**src/verilog/mod_pkg.sv**
```systemverilog
package mod_pkg;
  // ----------------------------------------------------------------
  // sample widths and fixed-point constants
  // ----------------------------------------------------------------
  localparam int SW = 14;
  localparam int FW = 32;
  localparam logic signed [15:0] R_COEF = 16'sh16a1;
  localparam int R_FRAC = 13;
  localparam logic signed [31:0] R_ROUND = 32'sh0000_1000;
  localparam logic signed [31:0] SAT_MAX = 32'sh0000_1fff;
  localparam logic signed [31:0] SAT_MIN = -32'sh0000_2000;
  // ----------------------------------------------------------------
  // device configuration map, reached over the link config port
  // ----------------------------------------------------------------
  localparam logic [7:0] REG_HB1 = 8'h1c;
  localparam logic [7:0] REG_HB2 = 8'h1d;
  localparam logic [7:0] REG_HB3 = 8'h1e;
  localparam logic [7:0] REG_SHIFT = 8'h1f;
  localparam logic [7:0] REG_FTW0 = 8'h30;
  localparam logic [7:0] REG_UPDATE = 8'h36;
  localparam int HB_MODE_LSB = 0;
  localparam int HB_EN_BIT = 7;
  localparam int SHIFT_MODE_LSB = 0;
  localparam int PREMOD_BIT = 3;
  localparam int NCO_EN_BIT = 4;
  localparam int UPDATE_BIT = 0;
  localparam logic [2:0] HB_EN_RESET = 3'h0;
  localparam logic [FW-1:0] FTW_RESET = 32'h0000_0000;
  // ----------------------------------------------------------------
  // sample bus framing
  // ----------------------------------------------------------------
  localparam int BYTE_HI_LSB = 6;
  localparam logic [1:0] WORD_LAST_BEAT = 2'h1;
  localparam logic [1:0] BYTE_LAST_BEAT = 2'h3;
  // ----------------------------------------------------------------
  // host apb map
  // ----------------------------------------------------------------
  localparam logic [11:0] APB_CTRL = 12'h000;
  localparam logic [11:0] APB_SAMPLE = 12'h004;
  localparam logic [11:0] APB_CFG = 12'h008;
  localparam logic [11:0] APB_STATUS = 12'h00c;
  localparam int CTRL_BYTE_BIT = 0;
  localparam int SMP_I_LSB = 0;
  localparam int SMP_Q_LSB = 16;
  localparam int CFG_DATA_LSB = 0;
  localparam int CFG_ADDR_LSB = 8;
  localparam int STAT_BUSY_BIT = 0;

  typedef enum logic [2:0] {
    shift_none, shift_half, shift_quarter, shift_three_quarter, shift_eighth
  } shift_e;
endpackage : mod_pkg

```
**src/verilog/mod_link_if.sv**
```systemverilog
`timescale 1ns/10ps
interface mod_link_if (
  input wire logic pclk,
  input wire logic presetn
);
  logic byte_mode;
  logic smp_valid;
  logic smp_ready;
  logic smp_first;
  logic [13:0] smp_data;
  logic cfg_we;
  logic [7:0] cfg_addr;
  logic [7:0] cfg_wdata;

  modport dev (
    input pclk, presetn, byte_mode, smp_valid, smp_first, smp_data,
    input cfg_we, cfg_addr, cfg_wdata,
    output smp_ready
  );
  modport host (
    input pclk, presetn, smp_ready,
    output byte_mode, smp_valid, smp_first, smp_data, cfg_we, cfg_addr, cfg_wdata
  );
endinterface : mod_link_if

```
**src/verilog/coarse_modulator.sv**
```systemverilog
`timescale 1ns/10ps
module coarse_modulator (
  mod_link_if.dev link,
  output logic [13:0] dac_i,
  output logic [13:0] dac_q,
  output logic sample_taken
);
  // ----------------------------------------------------------------
  // arithmetic helpers
  // ----------------------------------------------------------------
  function automatic logic [13:0] sat(input logic signed [31:0] v);
    if (v > mod_pkg::SAT_MAX) begin
      return 14'h1fff;
    end else if (v < mod_pkg::SAT_MIN) begin
      return 14'h2000;
    end
    return v[13:0];
  endfunction : sat
  function automatic logic signed [31:0] sx(input logic [13:0] a);
    return {{18{a[13]}}, a};
  endfunction : sx
  // negation saturates so that the most negative code cannot wrap
  function automatic logic [13:0] neg(input logic [13:0] a);
    return sat(-sx(a));
  endfunction : neg
  function automatic logic [13:0] rmul(input logic signed [31:0] s);
    logic signed [31:0] p;
    p = s * 32'(mod_pkg::R_COEF) + mod_pkg::R_ROUND;
    return sat(p >>> mod_pkg::R_FRAC);
  endfunction : rmul
  // complex rotation by the selected fraction of the local rate
  function automatic logic [27:0] mix(input logic [13:0] i, input logic [13:0] q,
                                      input mod_pkg::shift_e m, input logic [2:0] st);
    logic [13:0] oi;
    logic [13:0] oq;
    oi = i;
    oq = q;
    unique case (m)
      mod_pkg::shift_half: begin
        if (st[0]) begin
          oi = neg(i);
          oq = neg(q);
        end
      end
      mod_pkg::shift_quarter: begin
        unique case (st[1:0])
          2'h0: begin oi = i; oq = q; end
          2'h1: begin oi = q; oq = neg(i); end
          2'h2: begin oi = neg(i); oq = neg(q); end
          2'h3: begin oi = neg(q); oq = i; end
        endcase
      end
      mod_pkg::shift_three_quarter: begin
        unique case (st[1:0])
          2'h0: begin oi = i; oq = q; end
          2'h1: begin oi = neg(q); oq = i; end
          2'h2: begin oi = neg(i); oq = neg(q); end
          2'h3: begin oi = q; oq = neg(i); end
        endcase
      end
      mod_pkg::shift_eighth: begin
        unique case (st)
          3'h0: begin oi = i; oq = q; end
          3'h1: begin oi = rmul(sx(i) + sx(q)); oq = rmul(sx(q) - sx(i)); end
          3'h2: begin oi = q; oq = neg(i); end
          3'h3: begin oi = rmul(sx(q) - sx(i)); oq = rmul(-sx(q) - sx(i)); end
          3'h4: begin oi = neg(i); oq = neg(q); end
          3'h5: begin oi = rmul(-sx(i) - sx(q)); oq = rmul(sx(i) - sx(q)); end
          3'h6: begin oi = neg(q); oq = i; end
          3'h7: begin oi = rmul(sx(i) - sx(q)); oq = rmul(sx(q) + sx(i)); end
        endcase
      end
      default: begin
      end
    endcase
    return {oi, oq};
  endfunction : mix
  // stage mode m centres the stage at m quarters of its output rate
  function automatic mod_pkg::shift_e stage_shift(input logic [1:0] m);
    unique case (m)
      2'h0: return mod_pkg::shift_none;
      2'h1: return mod_pkg::shift_quarter;
      2'h2: return mod_pkg::shift_half;
      2'h3: return mod_pkg::shift_three_quarter;
    endcase
  endfunction : stage_shift
  // ----------------------------------------------------------------
  // state
  // ----------------------------------------------------------------
  typedef struct packed {
    logic [2:0][1:0] hb_mode;
    logic [2:0] hb_en;
    mod_pkg::shift_e shift;
    mod_pkg::shift_e shift_prev;
    logic premod;
    logic nco_en;
    logic [31:0] ftw_wr;
    logic [31:0] ftw_act;
    logic upd;
    logic [13:0] asm_i;
    logic [13:0] asm_q;
    logic [1:0] beat;
    logic pair_ok;
    logic [13:0] raw_i;
    logic [13:0] raw_q;
    logic [13:0] hold_i;
    logic [13:0] hold_q;
    logic [2:0] cnt;
    logic [2:0] cstep;
    logic pstep;
    logic [2:0][1:0] sstep;
    logic [31:0] phase;
    logic [13:0] out_i;
    logic [13:0] out_q;
    logic taken;
  } dev_state_s;
  dev_state_s state_ff;
  dev_state_s nxt_state;
  assign link.smp_ready = !state_ff.pair_ok;
  assign dac_i = state_ff.out_i;
  assign dac_q = state_ff.out_q;
  assign sample_taken = state_ff.taken;
  // ----------------------------------------------------------------
  // next state
  // ----------------------------------------------------------------
  always_comb begin
    logic [2:0] lmask;
    logic [1:0] pos;
    logic tick_in;
    logic tick_s;
    logic nco_tick;
    logic [27:0] v;
    logic [1:0] last;
    lmask = 3'h0;
    pos = 2'h0;
    tick_in = state_ff.cnt == 3'h0;
    tick_s = 1'b0;
    nco_tick = 1'b0;
    v = 28'h0;
    last = link.byte_mode ? mod_pkg::BYTE_LAST_BEAT : mod_pkg::WORD_LAST_BEAT;
    nxt_state = state_ff;
    nxt_state.taken = 1'b0;
    // config port; tuning word bytes land in the shadow copy only
    if (link.cfg_we) begin
      for (int s = 0; s < 3; s++) begin
        if (link.cfg_addr == mod_pkg::REG_HB1 + 8'(s)) begin
          nxt_state.hb_mode[s] = link.cfg_wdata[mod_pkg::HB_MODE_LSB +: 2];
          nxt_state.hb_en[s] = link.cfg_wdata[mod_pkg::HB_EN_BIT];
        end
      end
      for (int b = 0; b < 4; b++) begin
        if (link.cfg_addr == mod_pkg::REG_FTW0 + 8'(b)) begin
          nxt_state.ftw_wr[8*b +: 8] = link.cfg_wdata;
        end
      end
      if (link.cfg_addr == mod_pkg::REG_SHIFT) begin
        nxt_state.shift = mod_pkg::shift_e'(link.cfg_wdata[mod_pkg::SHIFT_MODE_LSB +: 3]);
        nxt_state.premod = link.cfg_wdata[mod_pkg::PREMOD_BIT];
        nxt_state.nco_en = link.cfg_wdata[mod_pkg::NCO_EN_BIT];
      end
      if (link.cfg_addr == mod_pkg::REG_UPDATE) begin
        nxt_state.upd = link.cfg_wdata[mod_pkg::UPDATE_BIT];
        if (link.cfg_wdata[mod_pkg::UPDATE_BIT] && !state_ff.upd) begin
          nxt_state.ftw_act = state_ff.ftw_wr;
        end
      end
    end
    // sample assembly: a beat marked first always restarts the pair
    if (link.smp_valid && !state_ff.pair_ok) begin
      nxt_state.beat = link.smp_first ? 2'h0 : state_ff.beat;
      if (link.byte_mode) begin
        unique case (nxt_state.beat)
          2'h0: nxt_state.asm_i[13:mod_pkg::BYTE_HI_LSB] = link.smp_data[7:0];
          2'h1: nxt_state.asm_i[mod_pkg::BYTE_HI_LSB-1:0] = link.smp_data[5:0];
          2'h2: nxt_state.asm_q[13:mod_pkg::BYTE_HI_LSB] = link.smp_data[7:0];
          2'h3: nxt_state.asm_q[mod_pkg::BYTE_HI_LSB-1:0] = link.smp_data[5:0];
        endcase
      end else if (nxt_state.beat == 2'h0) begin
        nxt_state.asm_i = link.smp_data;
      end else begin
        nxt_state.asm_q = link.smp_data;
      end
      if (nxt_state.beat == last) begin
        nxt_state.pair_ok = 1'b1;
        nxt_state.beat = 2'h0;
      end else begin
        nxt_state.beat = nxt_state.beat + 2'h1;
      end
    end
    // rate counter: one input sample every 2^n cycles, n stages on
    for (int s = 0; s < 3; s++) begin
      if (state_ff.hb_en[s]) begin
        lmask = {lmask[1:0], 1'b1};
      end
    end
    nxt_state.cnt = (state_ff.cnt + 3'h1) & lmask;
    if (state_ff.shift != state_ff.shift_prev) begin
      nxt_state.shift_prev = state_ff.shift;
      nxt_state.cstep = 3'h0;
    end else if (tick_in) begin
      // underrun repeats the last pair rather than inserting zeros
      if (state_ff.pair_ok) begin
        nxt_state.raw_i = state_ff.asm_i;
        nxt_state.raw_q = state_ff.asm_q;
        nxt_state.pair_ok = 1'b0;
        nxt_state.taken = 1'b1;
      end
      v = mix(nxt_state.raw_i, nxt_state.raw_q, state_ff.shift, state_ff.cstep);
      if (state_ff.premod) begin
        v = mix(v[27:14], v[13:0], mod_pkg::shift_half, {2'h0, state_ff.pstep});
      end
      nxt_state.hold_i = v[27:14];
      nxt_state.hold_q = v[13:0];
      nxt_state.cstep = state_ff.cstep + 3'h1;
      nxt_state.pstep = !state_ff.pstep;
    end
    // stage chain, each rotating at its own output rate
    v = {state_ff.hold_i, state_ff.hold_q};
    nco_tick = tick_in;
    for (int s = 0; s < 3; s++) begin
      if (state_ff.hb_en[s]) begin
        pos = pos + 2'h1;
        tick_s = (state_ff.cnt & (lmask >> pos)) == 3'h0;
        v = mix(v[27:14], v[13:0], stage_shift(state_ff.hb_mode[s]),
                {1'b0, state_ff.sstep[s]});
        if (tick_s) begin
          nxt_state.sstep[s] = state_ff.sstep[s] + 2'h1;
        end
        if (s == 0) begin
          nco_tick = tick_s;
        end
      end
      // oscillator sits after the first stage; quadrant rotation only
      if (s == 0 && state_ff.nco_en) begin
        v = mix(v[27:14], v[13:0], mod_pkg::shift_quarter, {1'b0, state_ff.phase[31:30]});
      end
    end
    if (nco_tick) begin
      nxt_state.phase = state_ff.phase + state_ff.ftw_act;
    end
    nxt_state.out_i = v[27:14];
    nxt_state.out_q = v[13:0];
  end
  always_ff @(posedge link.pclk or negedge link.presetn) begin
    if (!link.presetn) begin
      state_ff <= '0;
      state_ff.hb_en <= mod_pkg::HB_EN_RESET;
      state_ff.ftw_wr <= mod_pkg::FTW_RESET;
      state_ff.ftw_act <= mod_pkg::FTW_RESET;
    end else begin
      state_ff <= nxt_state;
    end
  end
endmodule : coarse_modulator

```
**src/flat_wrapper.sv**
```systemverilog
// flat-port wrapper written by rule: the top's interface ports become plain ports
module coarse_modulator_flat 
  (dac_i, dac_q, sample_taken, pclk, presetn, link_byte_mode, link_smp_valid, link_smp_first, link_smp_data, link_cfg_we, link_cfg_addr, link_cfg_wdata, link_smp_ready);
  mod_link_if link_i (.pclk(pclk), .presetn(presetn));
  output logic [13:0] dac_i;
  output logic [13:0] dac_q;
  output logic sample_taken;
  input wire logic pclk;
  input wire logic presetn;
  input wire logic [$bits(link_i.byte_mode)-1:0] link_byte_mode;
  input wire logic [$bits(link_i.smp_valid)-1:0] link_smp_valid;
  input wire logic [$bits(link_i.smp_first)-1:0] link_smp_first;
  input wire logic [$bits(link_i.smp_data)-1:0] link_smp_data;
  input wire logic [$bits(link_i.cfg_we)-1:0] link_cfg_we;
  input wire logic [$bits(link_i.cfg_addr)-1:0] link_cfg_addr;
  input wire logic [$bits(link_i.cfg_wdata)-1:0] link_cfg_wdata;
  output wire logic [$bits(link_i.smp_ready)-1:0] link_smp_ready;
  assign link_i.byte_mode = link_byte_mode;
  assign link_i.smp_valid = link_smp_valid;
  assign link_i.smp_first = link_smp_first;
  assign link_i.smp_data = link_smp_data;
  assign link_i.cfg_we = link_cfg_we;
  assign link_i.cfg_addr = link_cfg_addr;
  assign link_i.cfg_wdata = link_cfg_wdata;
  assign link_smp_ready = link_i.smp_ready;
  coarse_modulator u_core (.link(link_i), .dac_i(dac_i), .dac_q(dac_q), .sample_taken(sample_taken));
endmodule
```
**config.mk**
```make
export PLATFORM = sky130hd
export DESIGN_NAME = coarse_modulator_flat
export DESIGN_NICKNAME = d
export VERILOG_FILES = /design/src/verilog/mod_pkg.sv /design/src/verilog/mod_link_if.sv /design/src/verilog/coarse_modulator.sv /design/src/flat_wrapper.sv
export SDC_FILE = /design/constraint.sdc
export NUM_CORES = 2
export LEC_CHECK = 0
export ABC_AREA = 1
export BUFFER_PORTS_ARGS = -buffer_cell sky130_fd_sc_hd__buf_2
export CORE_ASPECT_RATIO = 0.9
export CORE_MARGIN = 8
export CORE_UTILIZATION = 54
export CTS_CLUSTER_DIAMETER = 30
export CTS_CLUSTER_SIZE = 10
export DETAILED_ROUTE_END_ITERATION = 7
export PLACE_DENSITY = 0.67
export SYNTH_ARGS = -nofsm -noshare
export SYNTH_HDL_FRONTEND = slang
export SYNTH_SLANG_ARGS = --single-unit
export TNS_END_PERCENT = 30
```
**constraint.sdc**
```tcl
create_clock -name pclk -period 31.5 [get_ports pclk]
set_input_delay 9.45 -clock pclk [delete_from_list [all_inputs] [get_ports pclk]]
set_output_delay 9.45 -clock pclk [all_outputs]
set_load 0.005 [all_outputs]
```
Word-level counts from Yosys, hierarchy flattened
Index checks and enable logic that the tools add are counted.

Register bits after elaboration: 243. Bits of input ports: 36.

Add/sub/neg operators: 49. $mul: 14. Order comparisons: 52. Equal/unequal tests: 65. Shift-type cells: 2. Mux-type cells: 492. Bitwise logic cells: 5. Reductions and logical operators: 39.

Operators with widths (count): $mux W14 (141); $pmux W14 S4 (32); $add A32 B14 Y32 const B (14); $mul A32 B14 Y32 const B (14); $gt A32 B14 Y1 const B (12); $lt A32 B14 Y1 const B (12); $neg A14 Y32 (12); $mux W1 (288); $gt A19 B14 Y1 const B (14); $lt A19 B14 Y1 const B (14); $pmux W14 S8 (2); $mux W28 (6); $sub A32 B14 Y32 (5); $mux W57 (2); $mux W29 (3); $sub A14 B14 Y15 (5); $add A14 B14 Y15 (4); $eq A8 B6 Y1 const B (5); $eq A2 B2 Y1 const B (18); $pmux W3 S4 (3); $add A32 B32 Y32 (1); $eq A8 B5 Y1 const B (4); $eq A3 B2 Y1 const B (10); $reduce_and A2 Y1 (14); other kinds (25) (83).

Longest topological paths before layout
Depth in word-level cells: 51. Depth in mapped cells: 83.

Worst setup path after synthesis
OpenSTA, ideal clock, no wires.

Path kind: register to register. Start point: register u_core.state_ff[130] (netlist name). End point: register u_core.state_ff[95] (netlist name). Setup time: 66 ps. Arrival time: 11836 ps. Slack: 19599 ps. Stages on the path, launching flop included: 64. Buffers on the path: 3. Clock period less this slack: 11901 ps. Cell sequence: dfrtp_1 -> clkbuf_1 -> o21ai_1 -> inv_1 -> ha_1 -> or2_2 -> nand2_1 -> inv_1 -> ha_1 -> a21oi_1 -> o21ai_0 -> o21ai_0 -> nand2_1 -> a21oi_1 -> o21ai_0 -> a21o_1 -> a21boi_0 -> o21ai_0 -> [28 not listed] -> nand2_1 -> nand2_1 -> o21ai_0 -> ha_1 -> nand3_1 -> nor2_1 -> nand3_1 -> ha_1 -> nor3_1 -> nand3_1 -> nor2_1 -> nand2_1 -> nand2_1 -> buf_2 -> nand2_1 -> nand3_1 -> nand2_1 -> nand2_1.

Word-level cells in the longest chain between the ends: 30.

Ends and longest elaborated chain: from (decl) (line coarse_modulator.sv:117) `dev_state_s state_ff;`; from (signal assigned) (line coarse_modulator.sv:251) `state_ff <= nxt_state;`; $mux W29 * (line coarse_modulator.sv:202) `if (state_ff.pair_ok) begin`; $mux W29 * (line coarse_modulator.sv:200) `end else if (tick_in) begin`; $mux W29 * (line coarse_modulator.sv:197) `if (state_ff.shift != state_ff.shift_prev) begin`; $neg A14 Y32 (line coarse_modulator.sv:24, coarse_modulator.sv:68); $sub A32 B14 Y32 (line coarse_modulator.sv:68) `3'h5: begin oi = rmul(-sx(i) - sx(q)); oq = rmul(sx(i) - sx(q)); end`; $mul A32 B14 Y32 (line coarse_modulator.sv:28) `p = s * 32'(mod_pkg::R_COEF) + mod_pkg::R_ROUND;`; $add A32 B14 Y32 (line coarse_modulator.sv:28); $lt A19 B14 Y1 (line coarse_modulator.sv:14) `end else if (v < mod_pkg::SAT_MIN) begin`; [14 not listed]; $mux W1 (line coarse_modulator.sv:12) `if (v > mod_pkg::SAT_MAX) begin`; $mux W1 (line coarse_modulator.sv:40) `if (st[0]) begin`; $mux W1 (line coarse_modulator.sv:209) `if (state_ff.premod) begin`; $mux W1 (line coarse_modulator.sv:200); $mux W1 (line coarse_modulator.sv:197); $mux W14 (line coarse_modulator.sv:17) `return v[13:0];`; $mux W14 (line coarse_modulator.sv:40); $mux W28 * (line coarse_modulator.sv:209).

Mark *: on every way between the ends. The rest lies on a longest branch, timed or not. The select of a mux whose other input is x is not followed. A chain may end at the register's enable or synchronous reset.

Worst setup path in the final report
Start point: register u_core.state_ff[130] (netlist name). End point: register u_core.state_ff[92] (netlist name).

Same word-level chain as after synthesis.

==> results.sh <==
export IMPL_grt_use_met3_pct=6.37
export IMPL_cp_slowest_cell="nor4_2"
export IMPL_dieArea_mm2=0.108
export IMPL_clkSinkCount=243
export IMPL_drc=0
export IMPL_hold_violations=0
export IMPL_ant_nets=0
export IMPL_numPortBuffers=65
export IMPL_cts_hold_buf=0
export IMPL_yosys_warnings=0
export IMPL_yosysSeqAreaShare_pct=11.5
export IMPL_maxSlewViolCount=0
export IMPL_final_layout_size_suffix_gt1_share_pct=6.34
export IMPL_synth_most_common_cell="nand2_1"
export IMPL_path_class="reg -> reg"
export IMPL_core_mm2=0.0976
export IMPL_firstDrtPassIters=6
export IMPL_finalNetCount=8811
export IMPL_synth_compound_area_share_pct=13.2
export IMPL_netlist_area_mm2=0.0528
export IMPL_worstRegToRegCells=63
export IMPL_crit_arrival_ns=14.74
export IMPL_worst_endpoint_required_ns=31.97
export IMPL_ys_flop_type="dfrtp_1"
export IMPL_initialDrtViolationCount=5763
export IMPL_synth_xor_area_share_pct=5.29
export IMPL_synth_top_cell_area_share_pct=19.7
export IMPL_period_share_pct=45.3
export IMPL_grt_overflow=0
export IMPL_worst_pin_slew_ns=1.23
export IMPL_io_pins=66
export IMPL_cts_resized=0
export IMPL_ys_top_cells_by_area="ha_1 (20%), nand2_1 (16%), fa_1 (13%)"
export IMPL_top_usage_layer="met2"
export IMPL_min_delay_start="u_core.state_ff[71]$_DFF_PN0_"
export IMPL_cap_violations=0
export IMPL_h_tree_depth=2
export IMPL_root_buffer="clkbuf_16"
export IMPL_regArea_mm2=0.00608
export IMPL_synth_edf_count=0
export IMPL_cp_max_fo=51
export IMPL_via_per_inst=5.78
export IMPL_cts_setup_buffers=0
export IMPL_grt_use_met2_pct=46.8
export IMPL_dp_hpwl_um=136000
export IMPL_grt_util_met1_pct=46.2
export IMPL_min_path_type="reg -> reg"
export IMPL_yosysTopAreaCell="ha_1"
export IMPL_max_stage_delay_ns=0.71
export IMPL_syn_num_nets=8897
export IMPL_synth_async_reset_ratio_pct=100
export IMPL_synth_simple_area_share_pct=25.6
export IMPL_tns_ns=0
export IMPL_hold_depth=1
export IMPL_end_kind="flop"
export IMPL_relSlewSlack_pct=17.2
export IMPL_grt_start_max_net_pins=109
export IMPL_grt_pass1_vias=48900
export IMPL_gr_usage_all_layers_pct=31.4
export IMPL_post_drt_wl_per_cell_um=19.6
export IMPL_setup_viol=0
export IMPL_cts_buffer_depth=3
export IMPL_synth_top_cells_by_count="nand2_1 (2231), inv_1 (1102), ha_1 (830)"
export IMPL_routabilityCongestion=1.06
export IMPL_status="finished, final reports clean"
export IMPL_grt_pass1_wl_um=276000
export IMPL_r2r_end="u_core.state_ff[92]$_DFFE_PN0P_"
export IMPL_row_count=109
export IMPL_area_delta_synth_final_pct=5.78
export IMPL_synth_top_family_by_area="adder cells"
export IMPL_cts_buffers=50
export IMPL_fillCellCount=9513
export IMPL_synth_mux_area_fraction_pct=0.980
export IMPL_worst_path_buf_inv=8
export IMPL_ys_ff_latch=243
export IMPL_r2r_start="u_core.state_ff[130]$_DFF_PN0_"
export IMPL_worstSetupStartpointType="flop"
export IMPL_clk_latency_ns=0.60
export IMPL_r2r_setup_slack_ns=17.22
export IMPL_diodes=0
export IMPL_path_clk_slew_ns=0.05
export IMPL_start_util_pct=54.1
export IMPL_synthCells=7695
export IMPL_yosysUniqueCellTypes=65
export IMPL_fmax_mhz=70.0
export IMPL_crit_top_cell="nand2_1"
export IMPL_rsz0062_at_grt="false"
export IMPL_die_w_um=346
export IMPL_finClkSkew_ns=0.0844
export IMPL_fin_crit_ns=14.28
export IMPL_drt_wl_total_um=175000
export IMPL_synth_avg_cell_area_um2=6.87
export IMPL_multiInputGateArea_mm2=0.0410
export IMPL_path_depth=63
export IMPL_die_h_um=313
export IMPL_path_delay_family="simple AND/OR/NAND/NOR gates"
export IMPL_antenna_found_initial=3
export IMPL_vias=51600
export IMPL_cts_tree="done"
export IMPL_yosys_area_share_adder_pct=32.4
export IMPL_hold_end="u_core.state_ff[71]$_DFF_PN0_"
cells by family (layout without fill, tap and decap cells):
kind of cell	after synthesis	count (layout)
AOI/OAI and AO/OA	1207	1207
muxes	46	46
adders and majority gates	1166	1166
DFF	243	243
and+or+nand+nor	3266	3266
xor gates and xnor gates	319	319
buffers and inverters	1448	1402
worst max path at each step:
stage | slack, ns | to | from
2_1_floorplan | 19.60 | u_core.state_ff[95]$_DFFE_PN0P_ | u_core.state_ff[130]$_DFF_PN0_
3_3_place_gp | 17.93 | u_core.state_ff[96]$_DFFE_PN0P_ | u_core.state_ff[130]$_DFF_PN0_
3_5_place_dp | 17.54 | u_core.state_ff[92]$_DFFE_PN0P_ | u_core.state_ff[130]$_DFF_PN0_
4_1_cts | 17.37 | u_core.state_ff[92]$_DFFE_PN0P_ | u_core.state_ff[130]$_DFF_PN0_
5_1_grt | 15.86 | u_core.state_ff[96]$_DFFE_PN0P_ | u_core.state_ff[130]$_DFF_PN0_
6_report | 17.22 | u_core.state_ff[92]$_DFFE_PN0P_ | u_core.state_ff[130]$_DFF_PN0_
final cells by class:
class | count | area share, %
clock buffer | 58 | 2.40
tap | 1276 | 2.86
sequential | 243 | 10.9
multi-input combinational | 6004 | 73.3
inverter | 1150 | 7.72
clock inverter | 34 | 0.947
timing repair buffer | 160 | 1.88
stage by stage:
stage | util, % | instances | hold WS (ns) | instance area (um2) | worst slack [ns]
2_1_floorplan | - | 7695 | 0.427 | 52800 | 19.60
3_3_place_gp | 55.3 | 8833 | 0.447 | 54000 | 17.93
3_5_place_dp | 55.3 | 8833 | 0.445 | 54000 | 17.54
4_1_cts | 57.2 | 8925 | 0.450 | 55900 | 17.37
5_1_grt | 57.2 | 8925 | 0.477 | 55900 | 15.86
6_report | 57.2 | 8925 | 0.448 | 55900 | 17.22
routing by layer:
metal	vias to the layer above	routed length [um]
li1	24700	-
met1	24300	79500
met2	2283	72600
met3	303	18300
met4	4	4760
met5	-	25
registers in the layout (all words and copies together), names as in the netlist:
signal               cells
u_core.dac_q            14
u_core.sample_taken      1
u_core.dac_i            14
u_core.state_ff        214
worst reg2reg max path, delay by kind of cell (launching register included):
family / cells / cell delay [ns]
AO/OA/AOI/OAI: 8 / 1.85
flip-flops: 1 / 0.45
XOR/XNOR: 3 / 0.84
AND/OR/NAND/NOR: 32 / 5.28
buffers and inverters: 8 / 1.37
adder cells (fa/ha/maj): 12 / 4.37
layout by cell type (no fill, tap or decap), drive strengths merged, types with 3 or more instances in the layout:
cell,instances
a211oi,11
a21boi,8
a21o,13
a21oi,475
a221oi,16
a22oi,3
a31oi,70
a32oi,6
and3,8
buf,160
bufinv,10
clkbuf,58
clkinv,38
clkinvlp,4
dfrtp,243
fa,336
ha,830
inv,1132
mux2,46
nand2,2314
nand3,349
nand3b,19
nand4,56
nor2,421
nor3,63
nor3b,6
nor4,9
o2111ai,10
o211ai,63
o21a,6
o21ai,375
o21bai,28
o221ai,46
o22ai,31
o311ai,19
o31ai,17
o41ai,3
or2,20
xnor2,88
xor2,231
Power is left out: the tool's default activity adds up to more than one toggle a clock period on the data nets, which glitch-free logic cannot reach.
